===== src/rtl/bss_pkg.sv =====
package bss_pkg;
    // ----------------------------------------------------------------
    // register offsets
    // ----------------------------------------------------------------
    localparam logic [23:0] BSS_OFF_DATA_LEGACY = 24'h001380;
    localparam logic [23:0] BSS_OFF_CTRL_LEGACY = 24'h001384;
    localparam logic [23:0] BSS_OFF_SETUP_LEGACY = 24'h001388;
    localparam logic [23:0] BSS_OFF_TOP_LEGACY = 24'h00138C;
    localparam logic [23:0] BSS_OFF_DATA = 24'h619E40;
    localparam logic [23:0] BSS_OFF_CTRL = 24'h619E44;
    localparam logic [23:0] BSS_OFF_SETUP = 24'h619E48;
    localparam logic [23:0] BSS_OFF_TOP = 24'h619E4C;
    // ----------------------------------------------------------------
    // field positions
    // ----------------------------------------------------------------
    localparam int BSS_SETUP_PUSH_AUTO = 0;
    localparam int BSS_SETUP_POP_AUTO = 1;
    localparam int BSS_SETUP_READ_FIRST = 2;
    localparam int BSS_SETUP_OVF_CLR = 6;
    localparam int BSS_SETUP_UNF_CLR = 7;
    localparam int BSS_CTRL_PUSH = 0;
    localparam int BSS_CTRL_POP = 1;
    localparam int BSS_CTRL_EMPTY = 4;
    localparam int BSS_CTRL_FULL = 5;
    localparam int BSS_CTRL_OVF = 6;
    localparam int BSS_CTRL_UNF = 7;
    // ----------------------------------------------------------------
    // sizes and reset values
    // ----------------------------------------------------------------
    localparam int BSS_IDX_W = 10;
    localparam int BSS_ADDR_W = 9;
    localparam int BSS_DEPTH = 512;
    localparam logic [9:0] BSS_FULL_IDX = 10'h200;
    localparam logic [9:0] BSS_IDX_ZERO = 10'h000;
    localparam logic [9:0] BSS_IDX_ONE = 10'h001;
    localparam logic [2:0] BSS_SETUP_RST = 3'h0;
    localparam logic [7:0] BSS_BYTE_ZERO = 8'h00;
endpackage


===== src/rtl/bss_stack.sv =====
// Functional notes
// - setup bit0: push manual or every write
// - setup bit1: pop manual or every read
// - setup bit2: manual pop order select
// - legacy: setup bit6 clears overflow, reads zero
// - legacy: setup bit7 clears underflow, reads zero
// - top index readable, writable, ten bits
// - data write: legacy stores, newer shadows
// - auto-pop read returns the cell below top, then pops; newer at index zero returns the pop shadow and does not pop
// - legacy read at zero flags underflow
// - newer manual read: shadow or cell below
// - newer faulting push/pop sets its flag, leaves index and cells
// - newer pop clears overflow, push underflow, unless the other one is refused that cycle
// - legacy push, else pop, always moves, wrapping
// - control bits 0/1 strobe push/pop, read zero
`timescale 1ns/1ps
`default_nettype none
module bss_stack
    import bss_pkg::*;
#(
    parameter bit NEWER = 1'b1
) (
    input wire logic clk_in,
    input wire logic rst_n_in,
    input wire logic wr_in,
    input wire logic rd_in,
    input wire logic [23:0] addr_in,
    input wire logic [31:0] wdata_in,
    output logic [31:0] rdata_out,
    output logic rvalid_out
);
    // ----------------------------------------------------------------
    // storage and state
    // ----------------------------------------------------------------
    logic [7:0] cells_r [BSS_DEPTH];
    logic [9:0] top_r;
    logic [2:0] setup_r;
    logic ovf_r;
    logic unf_r;
    logic [7:0] push_shadow_r;
    logic [7:0] pop_shadow_r;

    // ----------------------------------------------------------------
    // decode
    // ----------------------------------------------------------------
    function automatic logic hit(input logic [23:0] a, input logic [23:0] o_new,
                                 input logic [23:0] o_old);
        hit = NEWER ? (a == o_new) : (a == o_old);
    endfunction

    logic sel_data, sel_ctrl, sel_setup, sel_top;
    assign sel_data = hit(addr_in, BSS_OFF_DATA, BSS_OFF_DATA_LEGACY);
    assign sel_ctrl = hit(addr_in, BSS_OFF_CTRL, BSS_OFF_CTRL_LEGACY);
    assign sel_setup = hit(addr_in, BSS_OFF_SETUP, BSS_OFF_SETUP_LEGACY);
    assign sel_top = hit(addr_in, BSS_OFF_TOP, BSS_OFF_TOP_LEGACY);

    logic push_auto, pop_auto, read_first;
    assign push_auto = setup_r[BSS_SETUP_PUSH_AUTO];
    assign pop_auto = setup_r[BSS_SETUP_POP_AUTO];
    assign read_first = setup_r[BSS_SETUP_READ_FIRST];

    // push and pop events
    logic do_push, do_pop, data_wr, data_rd;
    assign data_wr = wr_in && sel_data;
    assign data_rd = rd_in && sel_data;
    assign do_push = (data_wr && push_auto) || (wr_in && sel_ctrl && wdata_in[BSS_CTRL_PUSH]);
    assign do_pop = (data_rd && pop_auto) || (wr_in && sel_ctrl && wdata_in[BSS_CTRL_POP]);

    logic is_full, is_empty;
    assign is_full = top_r >= BSS_FULL_IDX;
    assign is_empty = top_r == BSS_IDX_ZERO;

    logic [8:0] a_top, a_below;
    assign a_top = top_r[BSS_ADDR_W-1:0];
    assign a_below = a_top - 9'h001;

    // ----------------------------------------------------------------
    // setup register
    // ----------------------------------------------------------------
    always_ff @(posedge clk_in or negedge rst_n_in) begin
        if (!rst_n_in) begin
            setup_r <= BSS_SETUP_RST;
        end else if (wr_in && sel_setup) begin
            setup_r <= wdata_in[2:0];
        end
    end

    // ----------------------------------------------------------------
    // top index
    // ----------------------------------------------------------------
    always_ff @(posedge clk_in or negedge rst_n_in) begin
        if (!rst_n_in) begin
            top_r <= BSS_IDX_ZERO;
        end else if (wr_in && sel_top) begin
            top_r <= wdata_in[BSS_IDX_W-1:0];
        end else if (!NEWER) begin
            if (do_push) top_r <= top_r + BSS_IDX_ONE;
            else if (do_pop) top_r <= top_r - BSS_IDX_ONE;
        end else begin
            if (do_push && !is_full) top_r <= top_r + BSS_IDX_ONE;
            else if (do_pop && !is_empty) top_r <= top_r - BSS_IDX_ONE;
        end
    end

    // ----------------------------------------------------------------
    // cell array and shadows
    // ----------------------------------------------------------------
    // newer auto push writes the fresh byte, not the stale shadow
    logic [7:0] push_byte;
    assign push_byte = data_wr ? wdata_in[7:0] : push_shadow_r;

    always_ff @(posedge clk_in) begin
        if (!NEWER && data_wr) begin
            cells_r[a_top] <= wdata_in[7:0];
        end else if (NEWER && do_push && !is_full) begin
            cells_r[a_top] <= push_byte;
        end
    end

    always_ff @(posedge clk_in or negedge rst_n_in) begin
        if (!rst_n_in) begin
            push_shadow_r <= BSS_BYTE_ZERO;
        end else if (NEWER && data_wr) begin
            push_shadow_r <= wdata_in[7:0];
        end
    end

    // pop shadow takes the cell being popped
    always_ff @(posedge clk_in or negedge rst_n_in) begin
        if (!rst_n_in) begin
            pop_shadow_r <= BSS_BYTE_ZERO;
        end else if (NEWER && do_pop && !is_empty) begin
            pop_shadow_r <= cells_r[a_below];
        end
    end

    // ----------------------------------------------------------------
    // sticky flags
    // ----------------------------------------------------------------
    always_ff @(posedge clk_in or negedge rst_n_in) begin
        if (!rst_n_in) begin
            ovf_r <= 1'b0;
        end else if (!NEWER) begin
            if (data_wr && is_full) ovf_r <= 1'b1;
            else if (wr_in && sel_setup && wdata_in[BSS_SETUP_OVF_CLR]) ovf_r <= 1'b0;
        end else begin
            if (do_push && is_full) ovf_r <= 1'b1;
            else if (do_pop) ovf_r <= 1'b0;
        end
    end

    always_ff @(posedge clk_in or negedge rst_n_in) begin
        if (!rst_n_in) begin
            unf_r <= 1'b0;
        end else if (!NEWER) begin
            if (data_rd && is_empty) unf_r <= 1'b1;
            else if (wr_in && sel_setup && wdata_in[BSS_SETUP_UNF_CLR]) unf_r <= 1'b0;
        end else begin
            if (do_pop && is_empty) unf_r <= 1'b1;
            else if (do_push) unf_r <= 1'b0;
        end
    end

    // ----------------------------------------------------------------
    // read data
    // ----------------------------------------------------------------
    logic [7:0] data_val;
    always_comb begin
        data_val = BSS_BYTE_ZERO;
        if (!NEWER) begin
            if (pop_auto) data_val = cells_r[a_below];
            else if (read_first) data_val = cells_r[a_below];
            else data_val = cells_r[a_top];
        end else begin
            if (pop_auto) begin
                data_val = is_empty ? pop_shadow_r : cells_r[a_below];
            end else if (!read_first || is_empty) begin
                data_val = pop_shadow_r;
            end else begin
                data_val = cells_r[a_below];
            end
        end
    end

    logic [31:0] rd_mux;
    always_comb begin
        rd_mux = 32'h0000_0000;
        if (sel_data) rd_mux[7:0] = data_val;
        if (sel_ctrl) begin
            rd_mux[BSS_CTRL_EMPTY] = is_empty;
            rd_mux[BSS_CTRL_FULL] = is_full;
            rd_mux[BSS_CTRL_OVF] = ovf_r;
            rd_mux[BSS_CTRL_UNF] = unf_r;
        end
        if (sel_setup) rd_mux[2:0] = setup_r;
        if (sel_top) rd_mux[BSS_IDX_W-1:0] = top_r;
    end

    always_ff @(posedge clk_in or negedge rst_n_in) begin
        if (!rst_n_in) begin
            rdata_out <= 32'h0000_0000;
            rvalid_out <= 1'b0;
        end else begin
            rvalid_out <= rd_in;
            if (rd_in) rdata_out <= rd_mux;
        end
    end

    // ----------------------------------------------------------------
    // checks
    // ----------------------------------------------------------------
    chk_auto_push_moves: assert property (@(posedge clk_in) disable iff (!rst_n_in)
        (data_wr && push_auto && !sel_top && (!NEWER || !is_full)) |=> top_r == $past(top_r) + BSS_IDX_ONE)
        else $error("auto push did not advance index");
    chk_auto_push_data: assert property (@(posedge clk_in) disable iff (!rst_n_in)
        (NEWER && data_wr && push_auto && !is_full) |=>
            cells_r[$past(a_top)] == $past(wdata_in[7:0]))
        else $error("auto push stored wrong byte");
    chk_manual_push_hold: assert property (@(posedge clk_in) disable iff (!rst_n_in)
        (data_wr && !push_auto) |=> top_r == $past(top_r))
        else $error("manual push write moved index");
    chk_auto_pop_moves: assert property (@(posedge clk_in) disable iff (!rst_n_in)
        (data_rd && pop_auto && !wr_in && !is_empty) |=> top_r == $past(top_r) - BSS_IDX_ONE)
        else $error("auto pop did not retreat index");
    chk_top_write: assert property (@(posedge clk_in) disable iff (!rst_n_in)
        (wr_in && sel_top) |=> top_r == $past(wdata_in[9:0]))
        else $error("top index write lost");
    chk_ovf_sets: assert property (@(posedge clk_in) disable iff (!rst_n_in)
        (NEWER && do_push && is_full) |=> ovf_r && top_r == $past(top_r))
        else $error("overflow push not discarded");
    chk_unf_clear: assert property (@(posedge clk_in) disable iff (!rst_n_in)
        (NEWER && do_push) |=> !unf_r)
        else $error("push did not clear underflow");
    chk_ovf_clear: assert property (@(posedge clk_in) disable iff (!rst_n_in)
        (NEWER && do_pop && !(do_push && is_full)) |=> !ovf_r)
        else $error("pop did not clear overflow");
    chk_strobe_zero: assert property (@(posedge clk_in) disable iff (!rst_n_in)
        (rd_in && sel_ctrl) |=> rvalid_out && rdata_out[1:0] == 2'h0)
        else $error("strobe bits read nonzero");
    chk_unf_legacy: assert property (@(posedge clk_in) disable iff (!rst_n_in)
        (!NEWER && data_rd && is_empty) |=> unf_r)
        else $error("legacy empty read missed underflow");
endmodule
`default_nettype wire


===== config.mk =====
export PLATFORM = sky130hd
export DESIGN_NAME = bss_stack
export DESIGN_NICKNAME = d
export VERILOG_FILES = /design/src/rtl/bss_pkg.sv /design/src/rtl/bss_stack.sv
export SDC_FILE = /design/constraint.sdc
export NUM_CORES = 2
export LEC_CHECK = 0
export BUFFER_PORTS_ARGS = -buffer_cell sky130_fd_sc_hd__buf_2
export CAP_MARGIN = 20
export CORE_MARGIN = 2
export CORE_UTILIZATION = 50
export CTS_CLUSTER_DIAMETER = 150
export DETAILED_ROUTE_END_ITERATION = 6
export PLACE_DENSITY = 0.72
export SYNTH_ARGS = -nofsm -noshare
export SYNTH_HDL_FRONTEND = slang
export SYNTH_SLANG_ARGS = --single-unit

===== constraint.sdc =====
create_clock -name clk_in -period 5.29 [get_ports clk_in]
set_clock_uncertainty 0.1 [all_clocks]
set_input_delay 0.7935 -clock clk_in [delete_from_list [all_inputs] [get_ports clk_in]]
set_output_delay 0.7935 -clock clk_in [all_outputs]
set_load 0.005 [all_outputs]

---- Yosys cells after proc, flatten, opt, wreduce, memory -nomap -nowiden ----
Memories as Yosys holds them, arrays and structs flattened.
Cells that the tools add are included.
storage, ports and cells
  bits in writable memories ............... 4096
  logic and storage cells ................. 57
  flip-flop bits (word level) ............. 42
  input bits .............................. 60
  memories ................................ 1
cells by class
  equality and inequality tests ........... 4
  reduce and logical (&&, ||, !) cells .... 23
  multiplexer cells ....................... 17
  magnitude comparators ................... 1
  $add $sub $neg .......................... 3
memory list
  name     depth  bits a word  rd ports  clocked after Yosys merged registers in  wr ports  RTL line         RTL
  cells_r  512    8            1         0                                        1         bss_stack.sv:35  logic [7:0] cells_r [BSS_DEPTH];
operator list
  kind                   number
  $eq 24x23->1 const B   4
  $mux 10                4
  $mux 8                 5
  $logic_and 1x1->1      13
  $add 10x1->10 const B  1
  $ge 10x10->1 const B   1
  $logic_not 10->1       1
  $sub 10x1->10 const B  1
  $sub 9x1->9 const B    1
  $mux 1                 6
  $mux 4                 1
  $reduce_bool 2->1      2
  $logic_not 1->1        3
  $logic_or 1x1->1       3
  $mux 3                 1
  $reduce_bool 3->1      1

---- Longest topological paths before layout ----
  depth in word-level cells ............... 8
  gate-level depth with buffers ........... 23
  mapped depth without buffers ............ 16

---- Least setup slack after synthesis ----
OpenSTA, ideal clock, no wires.
  kind .................................... input to register
  start ................................... input port addr_in[18]
  end ..................................... memory cells_r[0][0], data pin
  required time ........................... 4277 ps
  library setup time ...................... 913 ps
  buffers on the path ..................... 0
  arrival ................................. 5757 ps
  stages .................................. 6
  path slack .............................. -1480 ps
  path through ............................ nor4b_1 -> nand4_1 -> or3_1 -> nor2_1 -> nand2_1 -> mux2_2
between the ends
  cells in the longest elaborated chain, start to end .. 3
ends and longest elaborated chain
  element                 RTL line          RTL
  start, declared         bss_stack.sv:27   input wire logic [23:0] addr_in,
  $eq 24x23->1            bss_stack.sv:48   hit = NEWER ? (a == o_new) : (a == o_old);
  $logic_and 1x1->1       bss_stack.sv:64   assign data_wr = wr_in && sel_data;
  $mux 8                  bss_stack.sv:110  assign push_byte = data_wr ? wdata_in[7:0] : push_shadow_r;
  named net push_byte[0]  bss_stack.sv:109  logic [7:0] push_byte;
  end, declared           bss_stack.sv:35
The timed path passes the listed nets, and every way through them passes these cells.

---- Worst setup path after layout ----
  start ................................... register top_r[0]
  end ..................................... register rdata_out[6]
between the ends
  cells in the longest elaborated chain, start to end .. 7
  elaborated cells on any way between the ends .. 10
ends and longest elaborated chain
  element                                            RTL line                            RTL
  start, declared                                    bss_stack.sv:36                     logic [9:0] top_r;
  start signal, assigned                             bss_stack.sv:95                     top_r <= wdata_in[BSS_IDX_W-1:0];
  start signal, assigned                             bss_stack.sv:97                     if (do_push) top_r <= top_r + BSS_IDX_ONE;
  start signal, assigned                             bss_stack.sv:98                     else if (do_pop) top_r <= top_r - BSS_IDX_ONE;
  $sub 9x1->9 or $logic_not 10->1 (tied branches)    bss_stack.sv:75, bss_stack.sv:71
  $mem_v2 512x8 or $logic_or 1x1->1 (tied branches)  n/a
  $mux 8 (on tied branches)                          bss_stack.sv:177, bss_stack.sv:176
  $mux 8 *                                           bss_stack.sv:175                    if (pop_auto) begin
  $mux 8 *                                           bss_stack.sv:188                    if (sel_data) rd_mux[7:0] = data_val;
  $mux 4 *                                           bss_stack.sv:189                    if (sel_ctrl) begin
  $mux 10 *                                          bss_stack.sv:196                    if (sel_top) rd_mux[BSS_IDX_W-1:0] = top_r;
  end signal, assigned                               bss_stack.sv:205                    if (rd_in) rdata_out <= rd_mux;
  end, declared                                      bss_stack.sv:29                     output logic [31:0] rdata_out,
Every way passes the cells marked *; elsewhere a longest branch is shown, timed or not.
A chain may end at the register's enable or synchronous reset.

==> metrics.md <==
| Metric | Value |
|---|---|
| Tcrit/Tclk final | `95.5%` |
| Core Rows | `208` |
| First-pass GRT wire length | `571,000 µm` |
| Area of the die | `roughly 330,000 µm²` |
| M1 GR Usage | `between 30% and 40%` |
| Post-route ant nets | `0` |
| Net switching power | `12.2 mW` |
| Post-DP HPWL | `around 240,000 µm` |
| #FFs+latches synth | `4,138` |
| Worst-margin pin slew | `between 1 and 1.5 ns` |
| Reg power frac | `55.5%` |
| Final RePlAce weighted congestion | `just over 0.9` |
| Routing usage on met2 | `a little under two fifths` |
| CTS Buf Count | `399` |
| Syn_area_per_cell | `22.7 µm²` |
| Nets | `7,681` |
| Max Fclk | `0.198 GHz` |
| Leak | `68.4 nW` |
| Max incr delay on CP | `0.79 ns` |
| Failing checks | `design-rule violations` |
| Clock sinks | `4,138` |
| Mapped Area | `162,000 µm²` |
| Clock Tree Root | `clkbuf_16` |
| CP max FO | `20` |
| I/O pins | `93` |
| GR peak layer | `met2` |
| Cell chain of the critical path | `inv_1 -> ha_1 -> or3b_1 -> o21ai_0 -> and2_2 -> nand2_1 -> a21oi_1 -> a2111oi_1 -> nor3_1 -> a221oi_1 -> o311ai_1` |
| Worst skew pair latency | `0.97 ns` |
| Pwr dens | `350 nW/µm²` |
| Final setup violation count | `0` |
| Hold crit path type | `in -> reg` |
| Clk pwr share | `44.4%` |
| Global Route Usage Sum | `~24%` |
| Met3 usage in global routing | `5.18%` |
| RSZ-0062 raised after global routing | `no` |
| Min Tclk post-route | `5.05 ns` |
| Commonest non-fill, non-tap cell in the layout | `edfxtp_1` |
| Register area share after synthesis | `76.8%` |
| Most frequent cells in the layout | `4,096 x edfxtp_1, 1,250 x mux4_2, 553 x nor2_1` |
| TritonCTS clock tree | `done` |
| Slowest CP cell | `and2_2` |
| Core Area | `between 300,000 and 400,000 µm²` |
| VDD IR max | `roughly 0.28 mV` |
| CP Class | `reg -> reg` |
| Clock transition at path regs | `0.06 ns` |
| Die Span X | `572 µm` |
| Internal power | `51.7 mW` |
| Hold Startpoint | `wdata_in[0]` |
| Number of synthesized flops with an enable pin | `around 4,000` |
| Logic pwr share | `0.1%` |
| Main synth FF type | `edfxtp_1` |
| Largest net degree at the start of global routing | `around 180` |
| Flop-to-flop setup slack | `0.24 ns` |
| Hold-critical path depth | `2` |
| Slew Limit Fails | `0` |
| WHS Endpoint | `setup_r[0]` |
| Vias/cell | `around 6.4` |
| Mapped Cells | `around 7,100` |
| Critical Path End Type | `flip-flop` |
| # DRC | `1` |
| FF-to-FF Start | `top_r[0]` |
| Yosys cell types | `79` |
| Synth warnings | `0` |
| WL final | `397,000 µm` |
| Setup bufs post-CTS | `0` |
| Asr flop ratio synth | `1.01%` |
| WP data arrival | `5.79 ns` |
| Number of global-route vias before repair | `78,000` |
| Longest Clk Path Bufs | `4` |
| H-tree levels | `5` |
| Outcome | `finished, violations left` |
| Slew HR | `approximately 18%` |
| Area delta synth->final | `12.9%` |
| WP data required | `6.03 ns` |
| CP Launch Type | `flip-flop` |
| Fillers | `roughly 23,000` |
| Die H | `between 500 and 600 µm` |
| Setup ws final | `approximately 0.24 ns` |
| 1st-iter DRT viols | `11,400` |
| Final hold vios | `0` |
| Sw Share | `approximately a fifth` |
| Gr ovfl total | `0` |
| Port bufs | `48` |
| Initial Util | `50.3%` |
| Fin Hold WS | `about 0.062 ns` |
| DR WL/cell | `roughly 32 µm` |
| Place WS | `0.300 ns` |
| Initial antenna violation count | `21` |
| Vias after detailed routing | `78,000` |
| Layout cells sized above 1 | `29.6%` |
| Final total power | `between 60 and 70 mW` |
| Number of max-cap violations | `0` |
| FF-to-FF path depth | `11` |
| Reg2reg end | `rdata_out[6]` |
| DRT Pass-1 Iters | `7` |
==> stage by stage <==
stage / instances / area [µm²] / util, % / TNS, ns
detailed placement: 11500 / 169000 / 52.7 / 0
floorplan: 7152 / 162000 / - / -6070.09
global route: 12200 / 182000 / 56.7 / 0
CTS: 12200 / 182000 / 56.7 / 0
finish: 12300 / 182000 / 56.8 / 0
global placement: 11500 / 169000 / 52.7 / 0
==> synth_stat cells, drive strengths merged (4+ instances only) <==
cell / count / area [µm²]
inv: 17 / 63.8
buf: 257 / 1890
nand3: 56 / 280
dfrtp: 42 / 1050
clkbuf: 189 / 713
o22ai: 11 / 68.8
nor4: 12 / 90.1
nor3: 13 / 65.1
a21o: 4 / 30.0
o2111ai: 11 / 96.3
nand2: 236 / 902
a31oi: 12 / 75.1
a22oi: 36 / 270
a211o: 4 / 35.0
mux4: 1259 / 28400
xnor2: 8 / 77.6
nor2: 556 / 2090
o21ai: 30 / 150
nor3b: 6 / 45.0
and3: 15 / 93.8
nand4: 22 / 138
mux2i: 54 / 541
a21oi: 65 / 325
a2111oi: 6 / 53.8
a211oi: 5 / 37.5
edfxtp: 4096 / 123000
nor2b: 6 / 37.5
mux2: 18 / 203
and2: 14 / 87.6
ha: 13 / 163
==> cells by family after synthesis <==
logic type,Yosys count,synth area share (%)
compound gates,221,0.921
xor+xnor,10,0.0635
fa+ha+maj,14,0.113
buf+inv,463,1.65
flops,4138,76.8
mux,1331,18.0
other cells,1,0.00232
simple gates,953,2.45
==> worst max path at each step <==
stage / start / endpoint / slack (ns) / cells past startpoint
4_1_cts: top_r[0] / rdata_out[6] / 0.33 / 14
3_5_place_dp: addr_in[18] / top_r[9] / 0.30 / 17
2_1_floorplan: addr_in[18] / cells_r[0][0] / -1.48 / 6
6_report: top_r[0] / rdata_out[6] / 0.24 / 11
5_1_grt: top_r[0] / rdata_out[6] / 0.13 / 11
3_3_place_gp: addr_in[18] / top_r[8] / 0.19 / 17
==> layout make-up <==
type                    instances  area (µm²)  share of cell area [%]
repair buffers                500        4610                    2.53
multi-input cells            2551       35300                    19.4
flip-flops and latches       4138      124000                    68.0
well taps                    4305        5390                    2.95
diodes                          9        22.5                  0.0123
inverters                      17        63.8                  0.0350
clock buffers                 487       10400                    5.72
clock inverters               247        2510                    1.38
==> repair_timing <==
item	4_1_cts	5_1_grt
gates resized for setup	0	0
endpoints found under the hold margin	44	0
hold buffers	3	0
==> flip-flops by register name (all words and copies together) (netlist names) <==
signal	flops
push_shadow_r	8
pop_shadow_r	8
setup_r	3
cells_r	4096
unf_r	1
rdata_out	10
ovf_r	1
top_r	10
rvalid_out	1
==> critical path: cells and delay by family, from the launching register on <==
family                   cells  cell delay (ns)
flip-flops                   1             0.62
AND/OR/NAND/NOR              4             2.17
adder cells (fa/ha/maj)      1             0.20
buffers and inverters        1             0.21
AO/OA/AOI/OAI                5             1.59
==> power groups by stage <==
stage	sequential [mW]	combinational [mW]	clock, mW
finish	35.5	0.0597	28.3
global route	35.5	0.0656	29.8
CTS	35.5	0.0596	28.6
detailed placement	36.2	0.0567	0
global placement	36.2	0.0567	0
floorplan	36.2	0.0278	0
==> metal layers <==
metal	vias to the layer above	wire [µm]	part of all wire, %
met5	-	78	0.020
met4	14	17400	4.4
met3	816	43600	11
met2	4772	189000	48
met1	41400	147000	37
li1	31000	-	-
No activity file was read; power rests on OpenSTA's default activity.
